File: src/rtl/vpa_map.svh
// register offsets, field positions and reset values of the vc0 port arbitration table block
//
// Contract
// - any software write to the slot table sets the table-dirty flag at bit 16
// - dirty flag stays set until a requested load fully latches, then clears
// - dirty flag only meaningful while a table-driven scheme is selected
// - negotiation-pending flag at bit 17 always reads zero for channel 0
// - eight 4-bit read-write slots, slot 0 at bits 3:0, slot 7 at 31:28
// - a slot naming an invalid port is skipped at once, costing no period
// - codes 0x0 to 0xD select ports 0 to 13, code 0xE selects port 15
// - writing one to load strobe loads the table; zero ignored; reads zero
// - table used only under table-driven schemes; unsupported schemes are undefined
`ifndef VPA_MAP_SVH
`define VPA_MAP_SVH

// ====================================================================
// register offsets
`define VPA_OFS_CTRL        12'h214
`define VPA_OFS_STATUS      12'h218
`define VPA_OFS_TABLE0      12'h240
`define VPA_OFS_INT_STAT    12'h2F0
`define VPA_OFS_INT_MASK    12'h2F4

// ====================================================================
// control register fields
`define VPA_CTRL_TC_MAP_LSB 1
`define VPA_CTRL_TC_MAP_RST 7'h7F
`define VPA_CTRL_LOAD_BIT   16
`define VPA_CTRL_SCHEME_LSB 17
`define VPA_CTRL_VC_EN_BIT  31

// ====================================================================
// status register fields
`define VPA_STS_DIRTY_BIT   16
`define VPA_STS_NEG_BIT     17

// ====================================================================
// slot codes and scheme codes
`define VPA_SLOT_W          4
`define VPA_SLOT_CNT        8
`define VPA_CODE_LAST_DIR   4'hD
`define VPA_CODE_PORT15     4'hE
`define VPA_PORT15          4'hF
`define VPA_SCHEME_TBL_MIN  3'h1
`define VPA_SCHEME_TBL_MAX  3'h5

// ====================================================================
// interrupt status bits
`define VPA_INT_TBL_WR      0
`define VPA_INT_LOAD_DONE   1

`endif

File: src/rtl/vpa_pkg.sv
// types shared by the vc0 port arbitration table block
package vpa_pkg;

  // loader sequencer states
  typedef enum logic [1:0]
  {
    VPA_LD_IDLE = 2'b00,
    VPA_LD_COPY = 2'b01
  } vpa_load_state_type;

  // selected arbitration scheme, as written by software
  typedef enum logic [2:0]
  {
    VPA_SCH_HW_RR   = 3'b000,
    VPA_SCH_WRR32   = 3'b001,
    VPA_SCH_WRR64   = 3'b010,
    VPA_SCH_WRR128  = 3'b011,
    VPA_SCH_TWRR128 = 3'b100,
    VPA_SCH_WRR256  = 3'b101
  } vpa_scheme_type;

endpackage

File: src/rtl/vpa_rr_pick.sv
// rotating first-set finder: first request at or after a start index
`timescale 1ns/100ps
`default_nettype none

module vpa_rr_pick
#(
  parameter int N  = 8,
  parameter int IW = 3
)
(
  input  wire logic [N-1:0]  req_in,
  input  wire logic [IW-1:0] start_in,
  output logic               found_out,
  output logic [IW-1:0]      idx_out
);

  // ==================================================================
  // search
  // one combinational pass, so a skipped entry costs no extra cycle
  always_comb
  begin
    logic [IW-1:0] pos;
    pos       = '0;
    found_out = 1'b0;
    idx_out   = start_in;
    for (int k = 0; k < N; k++)
    begin
      pos = start_in + IW'(k); // wraps because N is a power of two
      if (!found_out && req_in[pos])
      begin
        found_out = 1'b1;
        idx_out   = pos;
      end
    end
  end

endmodule

`default_nettype wire

File: src/rtl/vpa_table_loader.sv
// copies the software slot table into the arbiter's shadow copy, one slot per cycle
`timescale 1ns/100ps
`default_nettype none
`include "vpa_map.svh"

module vpa_table_loader
#(
  parameter int SLOTS = `VPA_SLOT_CNT,
  parameter int SW    = `VPA_SLOT_W
)
(
  input  wire logic                clk_in,
  input  wire logic                reset_n_in,
  input  wire logic                load_in,
  input  wire logic [SLOTS*SW-1:0] table_in,
  output logic                     busy_out,
  output logic                     done_out,
  output logic [SLOTS*SW-1:0]      shadow_out
);

  vpa_pkg::vpa_load_state_type state_reg;
  logic [$clog2(SLOTS)-1:0]    cnt_reg;

  // ==================================================================
  // sequencer: a load asked for while busy is dropped, the flag stays set
  always_ff @(posedge clk_in or negedge reset_n_in)
  begin
    if (!reset_n_in)
    begin
      state_reg <= vpa_pkg::VPA_LD_IDLE;
      cnt_reg   <= '0;
      done_out  <= 1'b0;
    end
    else
    begin
      done_out <= 1'b0;
      case (state_reg)
        vpa_pkg::VPA_LD_IDLE:
        begin
          cnt_reg <= '0;
          if (load_in)
            state_reg <= vpa_pkg::VPA_LD_COPY;
        end
        vpa_pkg::VPA_LD_COPY:
        begin
          cnt_reg <= cnt_reg + 1'b1;
          if (cnt_reg == ($clog2(SLOTS))'(SLOTS - 1))
          begin
            state_reg <= vpa_pkg::VPA_LD_IDLE;
            done_out  <= 1'b1;
          end
        end
        default:
          state_reg <= vpa_pkg::VPA_LD_IDLE;
      endcase
    end
  end

  // ==================================================================
  // shadow copy, one nibble per cycle
  always_ff @(posedge clk_in or negedge reset_n_in)
  begin
    if (!reset_n_in)
      shadow_out <= '0;
    else if (state_reg == vpa_pkg::VPA_LD_COPY)
      shadow_out[cnt_reg*SW +: SW] <= table_in[cnt_reg*SW +: SW];
  end

  assign busy_out = (state_reg == vpa_pkg::VPA_LD_COPY);

endmodule

`default_nettype wire

File: src/rtl/vpa_vc0_arb_table.sv
// vc0 port arbitration table, its coherency status and the slot-walking arbiter
//
// Our own choice: the plain strobed port.
`timescale 1ns/100ps
`default_nettype none
`include "vpa_map.svh"

module vpa_vc0_arb_table
#(
  parameter int         ADDR_W      = 12,
  parameter int         PORT_CNT    = 16,
  parameter logic [3:0] EGRESS_PORT = 4'hE
)
(
  input  wire logic                clk_in,
  input  wire logic                reset_n_in,
  input  wire logic [ADDR_W-1:0]   reg_addr_in,
  input  wire logic [31:0]         reg_wr_data_in,
  input  wire logic                reg_wr_en_in,
  input  wire logic                reg_rd_en_in,
  output logic      [31:0]         reg_rd_data_out,
  input  wire logic [PORT_CNT-1:0] port_valid_in,
  input  wire logic                period_tick_in,
  output logic                     grant_valid_out,
  output logic      [3:0]          grant_port_out,
  output logic                     table_mode_out,
  output logic                     irq_out
);

  localparam int SLOTS = `VPA_SLOT_CNT;
  localparam int SW    = `VPA_SLOT_W;

  // ==================================================================
  // register state
  logic [SLOTS*SW-1:0]      table_reg;
  logic [6:0]               tc_map_reg;
  vpa_pkg::vpa_scheme_type  scheme_reg;
  logic                     dirty_reg;
  logic                     wr_in_copy_reg;
  logic [1:0]               int_stat_reg;
  logic [1:0]               int_stat_next;
  logic [1:0]               int_mask_reg;
  logic [2:0]               slot_ptr_reg;
  logic [3:0]               port_ptr_reg;

  // ==================================================================
  // write decode
  // addresses are compared in full, so nothing aliases across the map
  logic wr_ctrl;
  logic wr_table;
  logic wr_int_stat;
  logic wr_int_mask;
  logic load_req;

  assign wr_ctrl     = reg_wr_en_in && (reg_addr_in == `VPA_OFS_CTRL);
  assign wr_table    = reg_wr_en_in && (reg_addr_in == `VPA_OFS_TABLE0);
  assign wr_int_stat = reg_wr_en_in && (reg_addr_in == `VPA_OFS_INT_STAT);
  assign wr_int_mask = reg_wr_en_in && (reg_addr_in == `VPA_OFS_INT_MASK);
  // only a one starts a load; the strobe itself is never stored
  assign load_req    = wr_ctrl && reg_wr_data_in[`VPA_CTRL_LOAD_BIT];

  // ==================================================================
  // loader and the shadow table that the arbiter really uses
  // the copy takes one slot per cycle; the arbiter keeps running meanwhile
  // and may grant from a mix of old and new slots until the copy is over,
  // which is why software must wait for the dirty flag before trusting it
  logic                load_busy;
  logic                load_done;
  logic [SLOTS*SW-1:0] shadow_table;

  vpa_table_loader
  #(
    .SLOTS (SLOTS),
    .SW    (SW)
  )
  u_loader
  (
    .clk_in     (clk_in),
    .reset_n_in (reset_n_in),
    .load_in    (load_req),
    .table_in   (table_reg),
    .busy_out   (load_busy),
    .done_out   (load_done),
    .shadow_out (shadow_table)
  );

  // ==================================================================
  // software table, slot i at bits 4i+3:4i
  always_ff @(posedge clk_in or negedge reset_n_in)
  begin
    if (!reset_n_in)
      table_reg <= '0;
    else if (wr_table)
      table_reg <= reg_wr_data_in;
  end

  // ==================================================================
  // control fields: traffic class map and scheme select
  // the fixed bits of the control word are not stored; the read mux makes them
  always_ff @(posedge clk_in or negedge reset_n_in)
  begin
    if (!reset_n_in)
    begin
      tc_map_reg <= `VPA_CTRL_TC_MAP_RST;
      scheme_reg <= vpa_pkg::VPA_SCH_HW_RR;
    end
    else if (wr_ctrl)
    begin
      tc_map_reg <= reg_wr_data_in[`VPA_CTRL_TC_MAP_LSB +: 7];
      scheme_reg <= vpa_pkg::vpa_scheme_type'(reg_wr_data_in[`VPA_CTRL_SCHEME_LSB +: 3]);
    end
  end

  // ==================================================================
  // table write seen while the copy runs: the shadow then holds part old,
  // part new contents, so the end of that copy must not clear the flag
  always_ff @(posedge clk_in or negedge reset_n_in)
  begin
    if (!reset_n_in)
      wr_in_copy_reg <= 1'b0;
    else if (wr_table && load_busy)
      wr_in_copy_reg <= 1'b1;
    else if (!load_busy)
      wr_in_copy_reg <= 1'b0;
  end

  // ==================================================================
  // table-dirty flag: a table write in the done cycle wins over the clear
  // after a copy that raced a table write the flag stays set, telling
  // software that it has to ask for another load
  always_ff @(posedge clk_in or negedge reset_n_in)
  begin
    if (!reset_n_in)
      dirty_reg <= 1'b0;
    else if (wr_table)
      dirty_reg <= 1'b1;
    else if (load_done && !wr_in_copy_reg)
      dirty_reg <= 1'b0;
  end

  // ==================================================================
  // scheme classification
  // unsupported codes fall back to the hardware round robin; the
  // behaviour there is undefined anyway, so this just keeps it safe
  logic table_driven;

  assign table_driven = (scheme_reg >= `VPA_SCHEME_TBL_MIN) &&
                        (scheme_reg <= `VPA_SCHEME_TBL_MAX);

  // ==================================================================
  // per-slot port decode and validity
  // decoded straight off the shadow copy, so a change of port validity
  // takes effect in the very next period
  logic [3:0]       slot_port [SLOTS];
  logic [SLOTS-1:0] slot_ok;

  generate
    for (genvar i = 0; i < SLOTS; i++)
    begin : g_slot
      logic [3:0] code;
      logic       mapped;
      assign code   = shadow_table[i*SW +: SW];
      // 0x0..0xD map straight through, 0xE means port 15, 0xF is unused
      assign mapped = (code <= `VPA_CODE_LAST_DIR) || (code == `VPA_CODE_PORT15);
      assign slot_port[i] = (code == `VPA_CODE_PORT15) ? `VPA_PORT15 : code;
      // the egress port itself is treated as invalid rather than granted
      assign slot_ok[i] = mapped && port_valid_in[slot_port[i]] &&
                          (slot_port[i] != EGRESS_PORT);
    end
  endgenerate

  // ==================================================================
  // slot search from the current phase, invalid slots skipped in zero time
  logic       slot_found;
  logic [2:0] slot_idx;

  vpa_rr_pick
  #(
    .N  (SLOTS),
    .IW (3)
  )
  u_slot_pick
  (
    .req_in    (slot_ok),
    .start_in  (slot_ptr_reg),
    .found_out (slot_found),
    .idx_out   (slot_idx)
  );

  // ==================================================================
  // hardware round robin over live ports when no table scheme is selected
  // the egress port never competes, whatever its valid bit says
  logic [PORT_CNT-1:0] port_req;
  logic                port_found;
  logic [3:0]          port_idx;

  always_comb
  begin
    port_req = port_valid_in;
    port_req[EGRESS_PORT] = 1'b0;
  end

  vpa_rr_pick
  #(
    .N  (PORT_CNT),
    .IW (4)
  )
  u_port_pick
  (
    .req_in    (port_req),
    .start_in  (port_ptr_reg),
    .found_out (port_found),
    .idx_out   (port_idx)
  );

  // ==================================================================
  // arbitration period: one grant per tick, pointer moves past the winner
  // a period with nothing to grant leaves both pointers where they were,
  // so the next period starts its search from the same phase
  always_ff @(posedge clk_in or negedge reset_n_in)
  begin
    if (!reset_n_in)
    begin
      slot_ptr_reg    <= 3'h0;
      port_ptr_reg    <= 4'h0;
      grant_valid_out <= 1'b0;
      grant_port_out  <= 4'h0;
    end
    else
    begin
      grant_valid_out <= 1'b0;
      if (period_tick_in && table_driven)
      begin
        if (slot_found)
        begin
          grant_valid_out <= 1'b1;
          grant_port_out  <= slot_port[slot_idx];
          slot_ptr_reg    <= slot_idx + 3'h1;
        end
      end
      else if (period_tick_in && port_found)
      begin
        grant_valid_out <= 1'b1;
        grant_port_out  <= port_idx;
        port_ptr_reg    <= port_idx + 4'h1;
      end
    end
  end

  // ==================================================================
  // scheme indicator; the dirty flag is only meaningful while this is high
  always_ff @(posedge clk_in or negedge reset_n_in)
  begin
    if (!reset_n_in)
      table_mode_out <= 1'b0;
    else
      table_mode_out <= table_driven;
  end

  // ==================================================================
  // interrupt status: write one to clear, a new event wins over the clear
  // load done comes from the loader's registered pulse, so its bit sets in
  // the same cycle in which a clean load clears the dirty flag
  always_comb
  begin
    int_stat_next = int_stat_reg;
    if (wr_int_stat)
      int_stat_next = int_stat_reg & ~reg_wr_data_in[1:0];
    if (wr_table)
      int_stat_next[`VPA_INT_TBL_WR] = 1'b1;
    if (load_done)
      int_stat_next[`VPA_INT_LOAD_DONE] = 1'b1;
  end

  always_ff @(posedge clk_in or negedge reset_n_in)
  begin
    if (!reset_n_in)
      int_stat_reg <= 2'h0;
    else
      int_stat_reg <= int_stat_next;
  end

  // mask register
  always_ff @(posedge clk_in or negedge reset_n_in)
  begin
    if (!reset_n_in)
      int_mask_reg <= 2'h0;
    else if (wr_int_mask)
      int_mask_reg <= reg_wr_data_in[1:0];
  end

  // level interrupt, one cycle behind the status it reflects
  always_ff @(posedge clk_in or negedge reset_n_in)
  begin
    if (!reset_n_in)
      irq_out <= 1'b0;
    else
      irq_out <= |(int_stat_reg & int_mask_reg);
  end

  // ==================================================================
  // read mux; unmapped addresses return zero
  logic [31:0] rd_mux;

  always_comb
  begin
    rd_mux = 32'h0000_0000;
    case (reg_addr_in)
      `VPA_OFS_CTRL:
      begin
        rd_mux[0]                          = 1'b1;
        rd_mux[`VPA_CTRL_TC_MAP_LSB +: 7]  = tc_map_reg;
        rd_mux[`VPA_CTRL_LOAD_BIT]         = 1'b0;
        rd_mux[`VPA_CTRL_SCHEME_LSB +: 3]  = scheme_reg;
        rd_mux[`VPA_CTRL_VC_EN_BIT]        = 1'b1;
      end
      `VPA_OFS_STATUS:
      begin
        rd_mux[`VPA_STS_DIRTY_BIT] = dirty_reg;
        rd_mux[`VPA_STS_NEG_BIT]   = 1'b0;
      end
      `VPA_OFS_TABLE0:
        rd_mux = table_reg;
      `VPA_OFS_INT_STAT:
        rd_mux[1:0] = int_stat_reg;
      `VPA_OFS_INT_MASK:
        rd_mux[1:0] = int_mask_reg;
      default:
        rd_mux = 32'h0000_0000;
    endcase
  end

  // read data stand only in the cycle after the strobe
  // returning zero between reads means a late sample shows zero rather
  // than an old status word that could be mistaken for a fresh one
  always_ff @(posedge clk_in or negedge reset_n_in)
  begin
    if (!reset_n_in)
      reg_rd_data_out <= 32'h0000_0000;
    else if (reg_rd_en_in)
      reg_rd_data_out <= rd_mux;
    else
      reg_rd_data_out <= 32'h0000_0000;
  end

endmodule

`default_nettype wire

File: config.mk
export PLATFORM = sky130hd
export DESIGN_NAME = vpa_vc0_arb_table
export DESIGN_NICKNAME = d
export VERILOG_FILES = /design/src/rtl/vpa_pkg.sv /design/src/rtl/vpa_rr_pick.sv /design/src/rtl/vpa_table_loader.sv /design/src/rtl/vpa_vc0_arb_table.sv
export VERILOG_INCLUDE_DIRS = /design/src /design/src/rtl
export SDC_FILE = /design/constraint.sdc
export NUM_CORES = 1
export LEC_CHECK = 0
export BUFFER_PORTS_ARGS = -buffer_cell sky130_fd_sc_hd__buf_2
export CORE_ASPECT_RATIO = 0.7
export CORE_MARGIN = 1
export CORE_UTILIZATION = 45
export DETAILED_ROUTE_END_ITERATION = 8
export MAX_ROUTING_LAYER = met4
export PLACE_DENSITY = 0.69
export REMOVE_ABC_BUFFERS = 1
export SKIP_LAST_GASP = 1
export SLEW_MARGIN = 20
export SYNTH_ARGS = -nofsm -noshare
export SYNTH_HDL_FRONTEND = slang
export SYNTH_HIERARCHICAL = 1
export SYNTH_SLANG_ARGS = --single-unit
File: constraint.sdc
create_clock -name clk_in -period 7.9 [get_ports clk_in]
set_input_delay 0.79 -clock clk_in [delete_from_list [all_inputs] [get_ports clk_in]]
set_output_delay 0.79 -clock clk_in [all_outputs]
set_load 0.005 [all_outputs]
==> metrics.cfg, run 1 <==
[sta]
fmax_mhz = 170
hold_viol = 0
fin_crit_ps = 5890
setup_viol_count_final = 0
drv_slew = 0
tightest_slew_ps = 986
tns_ps = 0
maxSlewHeadroom = 0.343
fin_crit_sh = 0.746
rsz0062_at_grt = false
fin_worst_skew_ps = 11.7

[critical_path]
cp_common_cell = mux2_2
cp_data_arrival_time_ps = 6190
cp-end-kind = flip-flop
cpPeakStageDelay_ps = 810
r2r-end = port_ptr_reg[1]$_DFFE_PN0P_
rrSetupSlack_ps = 2010
r2r_start = port_ptr_reg[0]$_DFFE_PN0P_
worst-path-buf-inv = 2
crit_fanout = 36
worst_path_dominant_cell_family = simple AND/OR/NAND/NOR gates
crit_type = reg2reg
start_kind = flip-flop
critPathRequiredTime_ps = 8200
path_cells = buf_4 > inv_1 > ha_1 > mux4_2 > mux2_2 > mux2_2 > or4_4 > or4_4 > or3_1 > nand4_1 > nor2_1 > xnor2_1 > ha_1 > mux2_2
crit_slowest_cell = ha_1
reg2reg_depth = 14

[power_and_ir_drop]
p_leak_uw = 0.00496
netSwitchingFraction = 0.443
internal-power_uw = 2330
seqPwrFrac = 0.178
clockPowerShare = 0.202
switchingPower_uw = 1850
combPwrFrac = 0.620
peakVddDrop_v = 0.000201
power.density_mw_per_mm2 = 361

[cts]
cts_tree = built
cts_setup_buffers = 0
htree_levels = 4
cts-buffers-inserted = 17
worstSkewPairLatency_ps = 420
cts_root_buf = clkbuf_16
ctsResizeCount = 0
cts_hold_buf = 0
clockBufferDepth = 2
cts.reportedPaths.clkPinSlew_ps = 60
cts.sinks = 131

[grt]
antenna_found_initial = 0
grtUsageTotal = 0.249
grt_overflow = 0
grt_pass1_vias = 7587
grt_start_max_net_pins = 80
grt_pass1_wl_um = 43900

[logic_synthesis]
synth_commonest_cells = 124 x dfrtp_1, 67 x mux2_2, 61 x mux4_2
async_flop_share = 1.00
synth_most_common_cell = dfrtp_1
synth_top_area_frac = 0.302
syn_area_sq_mm = 0.0103
synth_seq_cells = 131
postSynthAreaPerCell_sq_um = 11.3
yosysWarnings = 6
postSynthCellCount = 910
synth-edff-count = 0
synth_top_area_cell = dfrtp_1
synth.distinct_cells = 87
synth.area.top_cells = dfrtp_1 30%, mux4_2 13%, mux2_2 7.3%
synth-main-ff-cell = dfrtp_1
synth-seq-area-share = 0.320

[layout]
nFillCells = 1882
post-route-util = 0.525
drive_above_1_share = 0.339
area_growth_pct = 12.4
n_antenna_cell = 0
fin_nets = 1068

[floorplanning]
dieArea_sq_mm = 0.0235
dieWidth_um = 183
io_pins = 104
core-area_sq_mm = 0.0220
die_h_um = 128
initial_core_util = 0.467
core.rowCount = 45

[drt]
via_count = 8246
drt_pass1_iterations = 5
vias_per_cell = 6.32
drt_drc_violations_left = 0
wl_per_cell_um = 21.4
drt_iter0_drc = 1028
ant_nets = 0
finalWirelength_um = 28000

[placement]
gp_congestion = 0.967
place_hpwl_um = 19700
numPortBuffers = 103

[run_status]
outcome = finished, final reports clean

[hold_path]
holdCritPathClass = in2async

[run]
cap_violations = 0

==> cells by family (layout without fill, tap and decap cells) <==
logic type | after synthesis | in the layout | share of synthesized area
xor+xnor | 19 | 19 | 0.0162
simple gates | 229 | 229 | 0.124
flops | 131 | 131 | 0.320
fa+ha+maj | 16 | 16 | 0.0195
other cells | 1 | 6 | 0.000365
buf+inv | 88 | 173 | 0.0440
compound gates | 199 | 199 | 0.138
mux | 227 | 227 | 0.338
==> final cells by class <==
cell class              instances  area (sq um)  share of cell area
well taps                     305           382              0.0330
repair buffers                111           582              0.0503
flip-flops and latches        131          3290               0.284
inverters                      30           113             0.00974
clock buffers                  20           447              0.0386
multi-input cells             696          6570               0.568
clock inverters                12           183              0.0158
==> worst reg2reg max path, delay by kind of cell (launching register included) <==
family / cells / cell delay, ps
fa+ha+maj: 2 / 1110
flops: 1 / 320
mux: 4 / 1580
buf+inv: 2 / 570
simple gates: 5 / 1840
xor+xnor: 1 / 360
==> per-stage QoR <==
| step | cell area (sq um) | worst slack, ps | instances | hold WS (ps) | power [uW] |
|---|---|---|---|---|---|
| final | 11600 | 2010 | 1305 | 312 | 4180 |
| after global routing | 11600 | 1780 | 1305 | 351 | 4410 |
| after CTS | 11600 | 2070 | 1305 | 329 | 4120 |
| after detailed placement | 10900 | 2090 | 1273 | 458 | 3270 |
| after global placement | 10900 | 2090 | 1273 | 459 | 3290 |
| after floorplan | 9960 | 2180 | 857 | 428 | 2640 |
==> worst max-delay path by stage <==
stage / startpoint / end / slack, ps / cells after the start
2_1_floorplan: port_ptr_reg[0]$_DFFE_PN0P_ / port_ptr_reg[1]$_DFFE_PN0P_ / 2180 / 13
3_3_place_gp: port_ptr_reg[0]$_DFFE_PN0P_ / port_ptr_reg[1]$_DFFE_PN0P_ / 2090 / 14
3_5_place_dp: port_ptr_reg[0]$_DFFE_PN0P_ / port_ptr_reg[1]$_DFFE_PN0P_ / 2090 / 14
4_1_cts: port_ptr_reg[0]$_DFFE_PN0P_ / port_ptr_reg[1]$_DFFE_PN0P_ / 2070 / 14
5_1_grt: port_ptr_reg[0]$_DFFE_PN0P_ / port_ptr_reg[1]$_DFFE_PN0P_ / 1780 / 14
6_report: port_ptr_reg[0]$_DFFE_PN0P_ / port_ptr_reg[1]$_DFFE_PN0P_ / 2010 / 14
==> placed cells by master (no fill, tap or decap), types with 8 or more instances in the layout <==
master,count
a22oi_1,10
mux2_4,34
nand3b_1,13
clkbuf_16,17
nor2b_1,16
nor3_1,15
xor2_1,8
xnor2_1,11
and2_1,29
mux2i_1,52
a21oi_1,39
mux4_2,61
mux4_1,11
buf_2,102
mux2_2,67
a22o_1,13
nand2b_1,12
inv_1,28
dfrtp_1,124
nand3_1,15
a211oi_1,18
nor2_1,46
o21ai_0,32
ha_1,16
buf_4,8
nand2_1,38
==> metal layers <==
| metal | vias to the layer above | GRT usage | share of wire |
|---|---|---|---|
| met5 | - | - | 0 |
| met4 | 0 | 0.0598 | 0.012 |
| met3 | 31 | 0.0507 | 0.082 |
| met2 | 440 | 0.344 | 0.43 |
| met1 | 4080 | 0.368 | 0.47 |
| li1 | 3695 | - | - |
==> power groups by stage <==
stage / clock (uW) / combinational, uW / sequential [uW]
6_report: 842 / 2590 / 744
5_1_grt: 884 / 2780 / 749
4_1_cts: 851 / 2530 / 744
3_5_place_dp: 0 / 2510 / 755
3_3_place_gp: 0 / 2530 / 755
2_1_floorplan: 0 / 1850 / 794
Note: power is estimated with default switching activity, not from simulation.
==> run 2: changes to the inputs <==
clock period = 5.6 ns   (was 7.9 ns; I/O delays follow)
==> run 2 against run 1 <==
  * Clock skew barely moved
  * Combinational power rose by 46%
  * Non-clock buffer count rose by 16
  * Via count rose by 1.2%
  * Final cell count rose by 1.2%
  * Fmax rose by 13%
  * Register-to-register slack got worse by 1600 ps
  * Critical path type unchanged
==> metrics.cfg, run 2 (synthesized netlist as in run 1, its figures left out) <==
[drt]
wl_met1_um = 13600
via_count = 8345
ant_nets = 0
wl_per_cell_um = 21.2
vias_per_cell = 6.32
routed-wl-met3_um = 2250
drt_drc_violations_left = 0
top_layer = met4
drt_iter0_drc = 907
wl_met2_um = 11800
drt_pass1_iterations = 7
finalWirelength_um = 28000

[grt]
grtUsageTotal = 0.252
grt_start_max_net_pins = 87
grt_pass1_wl_um = 44500
grt_overflow = 0
antenna_found_initial = 0
grt_pass1_vias = 7773

[critical_path]
start_kind = flip-flop
worst_path_dominant_cell_family = multiplexers
cpPeakStageDelay_ps = 640
cp_data_arrival_time_ps = 5480
crit_type = reg2reg
crit_cells = 16
cp_common_cell = mux4_2
crit_fanout = 11
worst-path-buf-inv = 2
cp-end-kind = flip-flop
reg2reg_depth = 16
crit_start = u_loader/shadow_out[0]$_DFFE_PN0P_
crit_slowest_cell = mux4_2
path_cells = mux4_2 > mux4_2 > inv_1 > a41oi_1 > mux4_2 > mux2_2 > a2111oi_0 > or3_1 > a221oi_1 > o32ai_1 > buf_4 > mux4_2 > mux2i_1 > nand2_1 > o21ai_0 > mux2i_1
critPathRequiredTime_ps = 5880
r2r_start = u_loader/shadow_out[0]$_DFFE_PN0P_

[run_status]
outcome = finished, final reports clean

[floorplanning]
dieArea_sq_mm = 0.0235
die_h_um = 128
io_pins = 104
core.rowCount = 45
initial_core_util = 0.467
dieWidth_um = 183
core-area_sq_mm = 0.0220

[cts]
cts_hold_buf = 0
cts_setup_buffers = 0
clockBufferDepth = 2
cts.sinks = 131
cts-buffers-inserted = 17
cts_tree = built
cts.reportedPaths.clkPinSlew_ps = 60
worstSkewPairLatency_ps = 420
ctsResizeCount = 0
htree_levels = 4
cts_root_buf = clkbuf_16

[power_and_ir_drop]
peakVddDrop_v = 0.000332
p_leak_uw = 0.00502
power.density_mw_per_mm2 = 509

[sta]
setup_viol_count_final = 0
rsz0062_at_grt = false
tightest_slew_ps = 841
fin_worst_skew_ps = 11.4
fmax_mhz = 192
setup_ws_ps = 404
fin_crit_sh = 0.928
drv_slew = 0
hold_viol = 0
maxSlewHeadroom = 0.434
fin_crit_ps = 5200

[layout]
post-route-util = 0.528
final_cell_mix = 124 x dfrtp_1, 102 x buf_2, 67 x mux2_2
n_antenna_cell = 0
area_growth_pct = 13.1
layout_commonest_cell = dfrtp_1
drive_above_1_share = 0.350
fin_nets = 1084
final_area_sq_mm = 0.0116

[placement]
postPlaceCellArea_sq_mm = 0.0110
gp_congestion = 0.994
numPortBuffers = 103
place_ws_ps = 362
place_hpwl_um = 20200

[run]
cap_violations = 0

[hold_path]
holdCritPathClass = in2async

run 2: worst paths after layout:
path                                                        to  slack, ps
setup / recovery                 grant_port_out[1]$_DFFE_PN0P_        400
hold / removal                   reg_rd_data_out[11]$_DFF_PN0_        190
setup reg to reg                 grant_port_out[1]$_DFFE_PN0P_        400
hold reg to reg                    int_stat_reg[1]$_DFFE_PN0P_        460
max in group asynchronous  u_loader/shadow_out[10]$_DFFE_PN0P_       4270
min in group clk_in                  table_reg[20]$_DFFE_PN0P_        370
run 2: per-layer routing:
metal  up-vias  track usage
met1      4158        0.380
met4         0       0.0559
met3        31       0.0558
met2       416        0.341
li1       3740            -
met5         -            -
run 2: layout make-up:
cell class	instances	area, sq um
fill	1922	10400
sequential	131	3290
multi-input combinational	696	6570
tap	305	382
timing repair buffer	127	702
clock inverter	14	154
clock buffer	18	429
inverter	30	113
run 2: metrics by stage:
step	instances	total power (uW)	setup TNS [ps]	hold WS, ps
2_1_floorplan	857	3730	-119	264
3_3_place_gp	1289	4720	0	456
3_5_place_dp	1289	4710	0	451
4_1_cts	1321	5830	0	220
5_1_grt	1321	6250	0	274
6_report	1321	5920	0	193
run 2: where the power goes:
group          total [uW]  switching [uW]  internal (uW)
clock                1100             440            661
sequential           1050            60.6            990
combinational        3770            2130           1640
